## config.mk

```make
export PLATFORM = sky130hd
export DESIGN_NAME = rectifier_alarm_supervisor
export DESIGN_NICKNAME = d
export VERILOG_FILES = /design/src/inc/rectifier_alarm_pkg.sv /design/src/rectifier_alarm_supervisor.sv
export VERILOG_INCLUDE_DIRS = /design/src /design/src/inc
export SDC_FILE = /design/constraint.sdc
export NUM_CORES = 1
export LEC_CHECK = 0
export BUFFER_PORTS_ARGS = -buffer_cell sky130_fd_sc_hd__buf_2
export CORE_UTILIZATION = 40
export CTS_BUF_LIST = sky130_fd_sc_hd__clkbuf_8
export CTS_CLUSTER_DIAMETER = 200
export DETAILED_ROUTE_END_ITERATION = 7
export GPL_TIMING_DRIVEN = 0
export PLACE_DENSITY = 0.62
export SLEW_MARGIN = 0
export SYNTH_ARGS = -nofsm -noshare
export SYNTH_HDL_FRONTEND = slang
export SYNTH_SLANG_ARGS = --single-unit
```

## constraint.sdc

```tcl
create_clock -name clk_sys -period 6.7 [get_ports clk_sys]
set_input_delay 1.675 -clock clk_sys [delete_from_list [all_inputs] [get_ports clk_sys]]
set_output_delay 1.675 -clock clk_sys [all_outputs]
set_load 0.02 [all_outputs]
```

## src/inc/rectifier_alarm_defines.svh

```systemverilog
// constants of the rectifier alarm supervisor: offsets, fields, resets, limits
// assumes a 125 MHz system clock and temperatures in tenths of a degree
//
// Notes on behaviour
// - fuse alarm follows the fuse contact input being open, with no interlock
// - fuse lamp follows the alarm unless the lamp-disable option is set
// - equalize warning when equalizing is requested or running and block input open
// - equalize warning is held off while the block input is closed
// - equalize warning passes the alarm delay before it shows
// - equalize voltage raise is inhibited at once while block input is open
// - switched-off when mains switch is off or external block input open
// - mains and rectifier lamps are forced off while switched off
// - internal fault code has type digits low and extra digits high
// - type 01 flags an internal I2C error, extra digits hold its address
// - type 02 is never produced
// - type 03 when battery temperature is below the low limit
// - type 04 when battery temperature is above the high limit
// - type 05 when reference deviation leaves the tolerance band
// - type 06 when rectifier temperature is below the low limit
// - type 07 when rectifier temperature is above the high limit
// - network alarm after ten sends to a unit with no accepted answer
// - network alarm carries the address of the silent unit
// - single system: master address 0, slaves 1 to 7
// - second system: master 10, slaves 11 to 17, units digit is slave number
// - master raises slave alarm when any slave has an alarm relay active
// - earth measurement inhibited when address above one and parallel input open
`ifndef RECTIFIER_ALARM_DEFINES_SVH
`define RECTIFIER_ALARM_DEFINES_SVH
// register byte offsets
`define REG_CTRL 8'h00
`define REG_EQ_DELAY 8'h04
`define REG_STATUS 8'h08
`define REG_ERROR 8'h0C
`define REG_CLEAR 8'h10
`define REG_NETWORK 8'h14
// control fields
`define CTRL_LAMP_OFF_BIT 0
`define CTRL_EQ_REQ_BIT 1
`define CTRL_SYS2_BIT 2
`define CTRL_UNIT_LSB 4
`define CTRL_RESET 32'h0000_0000
`define EQ_DELAY_RESET 16'h0064
`define CLEAR_I2C_BIT 0
// error types as two decimal digits
`define ERR_NONE 8'h00
`define ERR_I2C 8'h01
`define ERR_BATT_LOW 8'h03
`define ERR_BATT_HIGH 8'h04
`define ERR_REF 8'h05
`define ERR_RECT_LOW 8'h06
`define ERR_RECT_HIGH 8'h07
// limits in tenths of a degree and tenths of a percent
`define BATT_TEMP_LOW 12'h00A
`define BATT_TEMP_HIGH 12'h1EA
`define RECT_TEMP_LOW 12'h00A
`define RECT_TEMP_HIGH 12'h5DC
`define REF_TOL 8'h05
// network
`define NET_ATTEMPTS 4'hA
`define SYS2_BASE 5'h0A
// timing
`define CLK_KHZ 125000
`define ALARM_TICK_MS 100
`endif

```

## src/inc/rectifier_alarm_pkg.sv

```systemverilog
// types of the rectifier alarm supervisor
// assumes the defines header for every number
package rectifier_alarm_pkg;
  // contact inputs, 1 means the contact reads open
  typedef struct packed {
    logic fuseOpen;
    logic eqBlockOpen;
    logic mainsSwitchOff;
    logic extBlockOpen;
    logic parallelOpOpen;
  } contact_t;
  // alarm flags as read back in the status register
  typedef struct packed {
    logic slaveAlarm;
    logic earthInhibit;
    logic netAlarm;
    logic intFault;
    logic switchedOff;
    logic eqInhibit;
    logic eqWarning;
    logic fuseAlarm;
  } alarm_t;
endpackage

```

## src/rectifier_alarm_supervisor.sv

```systemverilog
// alarm supervision for a charging rectifier with an AHB-Lite register slave
// assumes contact, measurement and network strobes synchronous to clk_sys
//
// The AHB-Lite interface to the registers and the register offsets were decided locally.
`timescale 1ns/1ps
`include "rectifier_alarm_defines.svh"
module rectifier_alarm_supervisor #(
  parameter int TICK_CYCLES = `ALARM_TICK_MS * `CLK_KHZ
) (
  // clock and reset
  input wire logic clk_sys,
  input wire logic sys_rst,
  // ahb-lite slave
  input wire logic hsel,
  input wire logic [7:0] haddr,
  input wire logic [1:0] htrans,
  input wire logic hwrite,
  input wire logic [2:0] hsize,
  input wire logic [31:0] hwdata,
  input wire logic hready,
  output logic [31:0] hrdata,
  output logic hreadyout,
  output logic hresp,
  // contact inputs and plant state
  input wire rectifier_alarm_pkg::contact_t contacts,
  input wire logic eqRunning,
  input wire logic mainsOk,
  input wire logic rectOk,
  // measurements
  input wire logic [11:0] battTemp,
  input wire logic [11:0] rectTemp,
  input wire logic [7:0] refDeviation,
  input wire logic i2cError,
  input wire logic [7:0] i2cAddr,
  // network link events
  input wire logic netSend,
  input wire logic [4:0] netSendAddr,
  input wire logic netAnswer,
  input wire logic [7:1] slaveRelays,
  // alarm outputs
  output rectifier_alarm_pkg::alarm_t alarms,
  output logic fuseLamp,
  output logic mainsLamp,
  output logic rectLamp,
  output logic [15:0] errorCode,
  output logic errorCodeLong,
  output logic [4:0] netAlarmAddr,
  output logic [4:0] ownAddress
);

  // overview of behaviour and limits
  // every alarm flag is a registered level; all but the equalize warning are one edge behind their inputs, the internal fault being two behind i2cError
  // only the equalize warning passes the alarm delay, counted in ticks
  // a delay of zero still costs one edge before the warning shows
  // the equalize voltage inhibit never waits for the delay
  // mains and rectifier lamps are forced dark while switched off, whatever their sources say
  // internal faults are reported one at a time, lowest type first
  // an i2c fault hides all others until software clears it
  // the network count saturates, so the alarm stays until an answer comes
  // an answer in the same cycle as a send wins and clears the count
  // bus reads cost one wait state, writes none
  // hresp is always okay; unmapped reads return zero

  // network address from system and unit number
  function automatic logic [4:0] netAddr(input logic sys2, input logic [2:0] unit);
    logic [4:0] base;
    base = sys2 ? `SYS2_BASE : 5'h00;
    netAddr = base + {2'h0, unit};
  endfunction

  // signed temperature compare, true when a is below b
  function automatic logic tempBelow(input logic [11:0] a, input logic [11:0] b);
    tempBelow = $signed(a) < $signed(b);
  endfunction

  // switched off by the mains switch or the external block contact
  function automatic logic offNow(input rectifier_alarm_pkg::contact_t c);
    offNow = c.mainsSwitchOff | c.extBlockOpen;
  endfunction

  logic [31:0] ctrl;
  logic [15:0] eqDelay;
  logic wrPend;
  logic rdPend;
  logic [7:0] addrQ;
  logic i2cSticky;
  logic [7:0] i2cAddrQ;
  logic [3:0] sendCount;
  logic [23:0] tickCount;
  logic tick;
  logic [15:0] eqCount;
  logic eqCond;
  logic isMaster;
  logic [4:0] next_ownAddress;
  logic [7:0] next_errType;
  logic [7:0] next_errExtra;
  logic accept;
  logic clearI2c;
  // alarm flags, one flop each, gathered into the alarm output
  logic fuseAlarm;
  logic eqWarning;
  logic eqInhibit;
  logic switchedOff;
  logic intFault;
  logic netAlarm;
  logic slaveAlarm;
  logic earthInhibit;

  // address phase of a valid transfer
  assign accept = hsel & hready & htrans[1];

  // alarm output packed from its flops
  assign alarms = {slaveAlarm, earthInhibit, netAlarm, intFault, switchedOff, eqInhibit,
    eqWarning, fuseAlarm};

  // software clear of the i2c flag in the data phase of a write
  assign clearI2c = wrPend & (addrQ == `REG_CLEAR) & hwdata[`CLEAR_I2C_BIT];

  // own address: 0..7 in the first system, 10..17 in the second
  assign next_ownAddress = netAddr(ctrl[`CTRL_SYS2_BIT], ctrl[`CTRL_UNIT_LSB +: 3]);

  // master is unit number zero in either system
  assign isMaster = ctrl[`CTRL_UNIT_LSB +: 3] == 3'h0;

  // equalize requested or in progress while block contact is open
  assign eqCond = (ctrl[`CTRL_EQ_REQ_BIT] | eqRunning) & contacts.eqBlockOpen;

  // internal fault selection, lowest error type wins; type 02 is never chosen
  always_comb begin
    next_errType = `ERR_NONE;
    next_errExtra = 8'h00;
    if (i2cSticky) begin
      next_errType = `ERR_I2C;
      next_errExtra = i2cAddrQ;
    end else if (tempBelow(battTemp, `BATT_TEMP_LOW)) begin
      next_errType = `ERR_BATT_LOW;
    end else if (tempBelow(`BATT_TEMP_HIGH, battTemp)) begin
      next_errType = `ERR_BATT_HIGH;
    end else if (refDeviation > `REF_TOL) begin
      next_errType = `ERR_REF;
    end else if (tempBelow(rectTemp, `RECT_TEMP_LOW)) begin
      next_errType = `ERR_RECT_LOW;
    end else if (tempBelow(`RECT_TEMP_HIGH, rectTemp)) begin
      next_errType = `ERR_RECT_HIGH;
    end
  end

  // bus slave: writes have no wait state, reads add one
  always_ff @(posedge clk_sys or posedge sys_rst) begin
    if (sys_rst) begin
      wrPend <= 1'b0;
      rdPend <= 1'b0;
      addrQ <= 8'h00;
      hreadyout <= 1'b1;
      hresp <= 1'b0;
    end else begin
      wrPend <= accept & hwrite;
      rdPend <= accept & ~hwrite;
      if (accept) begin
        addrQ <= haddr;
      end
      if (accept & ~hwrite) begin
        hreadyout <= 1'b0;
      end else begin
        hreadyout <= 1'b1;
      end
      hresp <= 1'b0;
    end
  end

  // read data loaded in the wait state; unmapped offsets read zero
  always_ff @(posedge clk_sys or posedge sys_rst) begin
    if (sys_rst) begin
      hrdata <= 32'h0000_0000;
    end else if (rdPend) begin
      unique case (addrQ)
        `REG_CTRL: hrdata <= ctrl;
        `REG_EQ_DELAY: hrdata <= {16'h0000, eqDelay};
        `REG_STATUS: hrdata <= {24'h00_0000, alarms};
        `REG_ERROR: hrdata <= {15'h0000, errorCodeLong, errorCode};
        `REG_NETWORK: hrdata <= {18'h0_0000, sendCount, ownAddress, netAlarmAddr};
        default: hrdata <= 32'h0000_0000;
      endcase
    end
  end

  // control and delay registers written by software
  always_ff @(posedge clk_sys or posedge sys_rst) begin
    if (sys_rst) begin
      ctrl <= `CTRL_RESET;
      eqDelay <= `EQ_DELAY_RESET;
    end else if (wrPend) begin
      if (addrQ == `REG_CTRL) begin
        ctrl <= {25'h000_0000, hwdata[6:4], 1'b0, hwdata[2:0]};
      end
      if (addrQ == `REG_EQ_DELAY) begin
        eqDelay <= hwdata[15:0];
      end
    end
  end

  // fuse alarm and its lamp, lamp link removable by option
  always_ff @(posedge clk_sys or posedge sys_rst) begin
    if (sys_rst) begin
      fuseAlarm <= 1'b0;
      fuseLamp <= 1'b0;
    end else begin
      fuseAlarm <= contacts.fuseOpen;
      fuseLamp <= contacts.fuseOpen & ~ctrl[`CTRL_LAMP_OFF_BIT];
    end
  end

  // alarm delay time base, one tick each 100 ms
  always_ff @(posedge clk_sys or posedge sys_rst) begin
    if (sys_rst) begin
      tickCount <= 24'h00_0000;
      tick <= 1'b0;
    end else if (tickCount == 24'(TICK_CYCLES - 1)) begin
      tickCount <= 24'h00_0000;
      tick <= 1'b1;
    end else begin
      tickCount <= tickCount + 24'h00_0001;
      tick <= 1'b0;
    end
  end

  // equalize warning qualified by the alarm delay
  always_ff @(posedge clk_sys or posedge sys_rst) begin
    if (sys_rst) begin
      eqCount <= 16'h0000;
      eqWarning <= 1'b0;
    end else if (!eqCond) begin
      eqCount <= 16'h0000;
      eqWarning <= 1'b0;
    end else begin
      if (eqCount >= eqDelay) begin
        eqWarning <= 1'b1;
      end else if (tick) begin
        eqCount <= eqCount + 16'h0001;
      end
    end
  end

  // equalize voltage raise inhibited with no delay
  always_ff @(posedge clk_sys or posedge sys_rst) begin
    if (sys_rst) begin
      eqInhibit <= 1'b0;
    end else begin
      eqInhibit <= contacts.eqBlockOpen;
    end
  end

  // switched off state and the lamps it forces off
  always_ff @(posedge clk_sys or posedge sys_rst) begin
    if (sys_rst) begin
      switchedOff <= 1'b0;
      mainsLamp <= 1'b0;
      rectLamp <= 1'b0;
    end else begin
      switchedOff <= offNow(contacts);
      if (offNow(contacts)) begin
        mainsLamp <= 1'b0;
        rectLamp <= 1'b0;
      end else begin
        mainsLamp <= mainsOk;
        rectLamp <= rectOk;
      end
    end
  end

  // i2c error kept until software clears it; a new error beats the clear
  always_ff @(posedge clk_sys or posedge sys_rst) begin
    if (sys_rst) begin
      i2cSticky <= 1'b0;
      i2cAddrQ <= 8'h00;
    end else if (i2cError) begin
      i2cSticky <= 1'b1;
      i2cAddrQ <= i2cAddr;
    end else if (clearI2c) begin
      i2cSticky <= 1'b0;
    end
  end

  // internal fault flag and its error code
  always_ff @(posedge clk_sys or posedge sys_rst) begin
    if (sys_rst) begin
      intFault <= 1'b0;
      errorCode <= 16'h0000;
      errorCodeLong <= 1'b0;
    end else begin
      intFault <= next_errType != `ERR_NONE;
      errorCode <= {next_errExtra, next_errType};
      errorCodeLong <= next_errType == `ERR_I2C;
    end
  end

  // network supervision: count sends without an accepted answer, saturating
  always_ff @(posedge clk_sys or posedge sys_rst) begin
    if (sys_rst) begin
      sendCount <= 4'h0;
    end else if (netAnswer) begin
      sendCount <= 4'h0;
    end else if (netSend && sendCount != `NET_ATTEMPTS) begin
      sendCount <= sendCount + 4'h1;
    end
  end

  // network alarm on the tenth unanswered send, with the silent address
  always_ff @(posedge clk_sys or posedge sys_rst) begin
    if (sys_rst) begin
      netAlarm <= 1'b0;
      netAlarmAddr <= 5'h00;
    end else if (netAnswer) begin
      netAlarm <= 1'b0;
    end else if (netSend) begin
      netAlarmAddr <= netSendAddr;
      if (sendCount >= `NET_ATTEMPTS - 4'h1) begin
        netAlarm <= 1'b1;
      end
    end
  end

  // own address, slave alarm on the master, earth measurement inhibit
  always_ff @(posedge clk_sys or posedge sys_rst) begin
    if (sys_rst) begin
      ownAddress <= 5'h00;
      slaveAlarm <= 1'b0;
      earthInhibit <= 1'b0;
    end else begin
      ownAddress <= next_ownAddress;
      slaveAlarm <= isMaster & (|slaveRelays);
      earthInhibit <= (next_ownAddress > 5'h01) & contacts.parallelOpOpen;
    end
  end

endmodule

```

==> results summary <==
The flow ran to the end, and the final reports show no timing, DRC or antenna violations. The endpoint required time on the critical path came out at 7010 ps. The area share of and/or/nand/nor cells after synthesis is 0.146.

The maximum fanout along the worst path came out at 10. For this run, the detailed router's first-pass iteration total came to 5. The routed wire length per instance came out at 15.7 um. The fraction of the mapped netlist area in compound gates came to 0.106. The final total power came out at 1.87 mW. The max-slew violation count was 0. The number of antenna violations at the first check in global routing was 0. The total of cells resized after clock tree synthesis came out at 0. On the critical path the largest part of the delay comes from compound AO/OA/AOI/OAI gates.

After the first detailed-routing iteration, the DRC count stood at 285. STA puts the critical path data arrival time at 3290 ps. The adder and majority gate portion of the synthesized area came out at 0.0454.

Setup repair after global routing left no endpoint under its margin. The clock tree from TritonCTS is done. The congestion estimate from routability-driven global placement came to 0.830.

The critical path start-end classification is in -> reg. The maximum count of clock buffers along a single path came out at 2. The clock insertion delay at the later pin of the skew report is 450 ps. The fraction of the cycle the final worst path needs is 0.444. The row count came out at 46. The detailed placer's ending HPWL is 12300 um. The number of hold violations in the final report is 0. Power spread over the standard cell area amounts to 230 mW/mm^2. The number of input and output port buffers inserted is 141. The smallest clock period supported by the final layout is computed as 2980 ps. Summing over every cut layer, the via total after detailed routing is 5234. Pin placement for this block handled 185 I/O pins.

The signal on the critical path passes through buf_2, o21ai_0, clkbuf_1, a21oi_1. The number of filler instances in the final layout is 1520. The cell count after synthesis came out at 611. The fraction of layout instances using a drive strength above 1 came out at 0.328. The final routed DRC violation total is 0. The delay of the slowest critical-path stage came out at 930 ps. In the final layout, the multi-input gates occupy 0.00280 mm^2. The flip-flop and latch count after synthesis is 137. The clock-pin slew of the registers on the worst-case setup and hold paths is 80 ps. The total number of H-tree levels is 4.

The pin count of the biggest net entering global routing came out at 71. The number of distinct library cell variants in the gate-level netlist after synthesis is 57. The total of hold buffers inserted after clock tree synthesis is 0.

The count of nets left with antenna violations once routing finished came out at 0. Including well taps, the total number of placed cells is 989. The number of flops mapped to enable cells by yosys came out at 0. The area inside the core boundary came out at 0.0160 mm^2. The post-route clock skew is 16.4 ps. The xor/xnor share of the synthesized area is 0.0331. Post-CTS timing repair inserted 0 buffers for setup. Yosys printed 0 warnings. The total number of clock tree sinks came out at 137. Counting flops with an async set or reset pin after synthesis yields a share of 1.00. The worst voltage drop across the vdd grid came out at 0.128 mV. The fmax came out at 0.336 GHz. The final layout net count came out at 929. The total wire length after detailed routing came out at 16000 um. The initial core utilization came out at 0.414. The wire length of the first global-routing pass came out at 26100 um. The post-route standard cell area excluding fillers came out at 0.00813 mm^2. In this run the tightest slew margin relative to its limit is 0.171. From synthesis to final layout, the design area changed by 22.8%. The area of placed instances came out at 0.00770 mm^2. The die area is 0.0171 mm^2. After global routing the overflow that remains totals 0. The largest individual stage delay along the critical path comes from the cell sky130_fd_sc_hd__o21ai_0. Of the synthesized area, sequential elements account for 0.519. STA classifies the critical path startpoint as a primary input. For the pin with the worst max-slew slack, the measured transition is 1230 ps.

The post-layout instance count excluding filler cells came out at 1019. By area, the combinational part of the netlist is dominated by simple AND/OR/NAND/NOR gates. Max-cap violations in this run came to 0. The worst setup path is captured at a flip-flop. The number of global-route vias before repair came out at 5294. The static leakage is 3.86 nW. Using the TritonRoute via totals, the vias-per-cell ratio works out to 5.14.

The commonest register cell after synthesis is sky130_fd_sc_hd__dfrtp_1. The total inserted antenna cells is 0. The setup violation total in the final timing report came out at 0. The number of buffers and inverters on the critical path came out at 2.

The die is 131 um tall. In this run the worst hold path is classified as reg -> reg. The proportion of synthesized area in mux cells is 0.0818. The summed instance area of the synthesized netlist is 0.00662 mm^2. The number of buffers created by CTS is 17.

The area taken by flip-flops and latches is 0.00343 mm^2. The global-route usage over all layers is 0.202. From left edge to right edge, the die measures 131 um. The sum of negative setup slack came out at 0 ps. The cell sitting at the root of the clock tree is a sky130_fd_sc_hd__clkbuf_8. The mean cell area of the mapped netlist is 10.8 um^2.
-- area by class of cell --
type / instances / share of cell area
buffer: 46 / 0.0365
tap: 216 / 0.0332
multi-input combinational: 405 / 0.345
inverter: 43 / 0.0205
clock inverter: 12 / 0.0219
clock buffer: 18 / 0.0305
sequential: 137 / 0.422
timing repair buffer: 142 / 0.0902
-- sequential cells by signal (all words and copies together) (netlist names), 4 cells and up --
| name | flops |
|---|---|
| eqCount | 16 |
| hrdata | 17 |
| addrQ | 8 |
| sendCount | 4 |
| ownAddress | 5 |
| netAlarmAddr | 5 |
| eqDelay | 16 |
| i2cAddrQ | 8 |
| tickCount | 24 |
| errorCode | 11 |
| ctrl | 6 |
-- final timing paths --
kind	startpoint	to	slack [ps]	cells after the start
worst max-delay path	eqRunning	eqCount[3]	3720	4
worst min-delay path	ctrl[4]	ownAddress[0]	460	0
worst max register to register	eqDelay[2]	eqCount[3]	4000	9
worst min register to register	ctrl[4]	ownAddress[0]	460	0
max in group asynchronous	sys_rst	eqDelay[6]	4620	3
min in group asynchronous	sys_rst	ctrl[2]	1300	2
-- where the power goes --
part / internal [mW] / switching [mW] / total, mW / leakage, nW
logic: 0.0975 / 0.127 / 0.224 / 1.93
clock network: 0.410 / 0.321 / 0.731 / 0.208
registers: 0.875 / 0.0385 / 0.914 / 1.73
total: 1.38 / 0.486 / 1.87 / 3.86
-- per-stage QoR --
stage	hold WS, ps	setup WS (ps)	utilization
6_report	464	3720	0.508
5_1_grt	485	3670	0.508
4_1_cts	475	3770	0.508
3_5_place_dp	455	3290	0.481
3_3_place_gp	444	-64.2	0.479
2_1_floorplan	387	1360	-
-- cells in the mapped netlist (2+ instances only) --
master                      count  area [um^2]
sky130_fd_sc_hd__a21oi_1       28          140
sky130_fd_sc_hd__mux2_4        10          150
sky130_fd_sc_hd__and4_1         4         35.0
sky130_fd_sc_hd__buf_4         30          225
sky130_fd_sc_hd__o2111ai_1      2         17.5
sky130_fd_sc_hd__nand3_1       20          100
sky130_fd_sc_hd__a22o_1         8         70.1
sky130_fd_sc_hd__nand2_1       30          113
sky130_fd_sc_hd__nand2b_1       3         18.8
sky130_fd_sc_hd__nor4_1         6         37.5
sky130_fd_sc_hd__o21ai_1        3         15.0
sky130_fd_sc_hd__o31ai_1        3         22.5
sky130_fd_sc_hd__or2_2          2         12.5
sky130_fd_sc_hd__buf_2          3         15.0
sky130_fd_sc_hd__and2_1        10         62.6
sky130_fd_sc_hd__ha_1          24          300
sky130_fd_sc_hd__nand4_1       13         81.3
sky130_fd_sc_hd__a22oi_1        2         15.0
sky130_fd_sc_hd__o22ai_1       13         81.3
sky130_fd_sc_hd__and3_1         6         37.5
sky130_fd_sc_hd__or3_1         12         75.1
sky130_fd_sc_hd__inv_1         43          161
sky130_fd_sc_hd__dfrtp_1      133         3330
sky130_fd_sc_hd__xnor2_1       11         96.3
sky130_fd_sc_hd__mux2_2        33          372
sky130_fd_sc_hd__a222oi_1       3         30.0
sky130_fd_sc_hd__a221oi_1       6         52.6
sky130_fd_sc_hd__xor2_1        14          123
sky130_fd_sc_hd__clkbuf_1      11         41.3
sky130_fd_sc_hd__nor2_1        46          173
sky130_fd_sc_hd__mux2i_1        2         20.0
sky130_fd_sc_hd__nor2b_1        9         56.3
sky130_fd_sc_hd__o21ai_0       28          140
sky130_fd_sc_hd__nor3_1         7         35.0
sky130_fd_sc_hd__a31oi_1        6         37.5
sky130_fd_sc_hd__dfstp_2        4          105
sky130_fd_sc_hd__a211oi_1       3         22.5
-- per-layer routing --
metal | up-vias | global-route usage | wire length, um
li1 | 2476 | - | -
met1 | 2556 | 0.269 | 7430
met2 | 165 | 0.314 | 7340
met3 | 37 | 0.0399 | 686
met4 | 0 | 0.106 | 526
met5 | - | 0 | 0
-- cell usage in the layout (no fill, tap or decap), types with 7 or more instances in the layout --
cell type                  netlist  routed
sky130_fd_sc_hd__inv_1          43      43
sky130_fd_sc_hd__o22ai_1        13      13
sky130_fd_sc_hd__nand3_1        20      20
sky130_fd_sc_hd__mux2_2         33      33
sky130_fd_sc_hd__xor2_1         14      14
sky130_fd_sc_hd__ha_1           24      24
sky130_fd_sc_hd__nor2_1         46      46
sky130_fd_sc_hd__conb_1          1      21
sky130_fd_sc_hd__and2_1         10      10
sky130_fd_sc_hd__o21ai_0        28      28
sky130_fd_sc_hd__a21oi_1        28      28
sky130_fd_sc_hd__a22o_1          8       8
sky130_fd_sc_hd__clkbuf_8        0      18
sky130_fd_sc_hd__nor3_1          7       7
sky130_fd_sc_hd__or3_1          12      12
sky130_fd_sc_hd__nand4_1        13      13
sky130_fd_sc_hd__xnor2_1        11      11
sky130_fd_sc_hd__nand2_1        30      30
sky130_fd_sc_hd__buf_4          30      30
sky130_fd_sc_hd__dfrtp_1       133     133
sky130_fd_sc_hd__buf_2           3     144
sky130_fd_sc_hd__mux2_4         10      10
sky130_fd_sc_hd__nor2b_1         9       9
sky130_fd_sc_hd__clkbuf_1       11      11
-- cell families (layout without fill, tap and decap cells) --
| family | after synthesis | in the layout |
|---|---|---|
| DFF | 137 | 137 |
| xor gates and xnor gates | 25 | 25 |
| adders and majority gates | 24 | 24 |
| and+or+nand+nor | 179 | 179 |
| AOI/OAI and AO/OA | 111 | 111 |
| muxes | 45 | 45 |
| buffers and inverters | 89 | 261 |
| other | 1 | 21 |
Note: power is estimated with default switching activity, not from simulation.
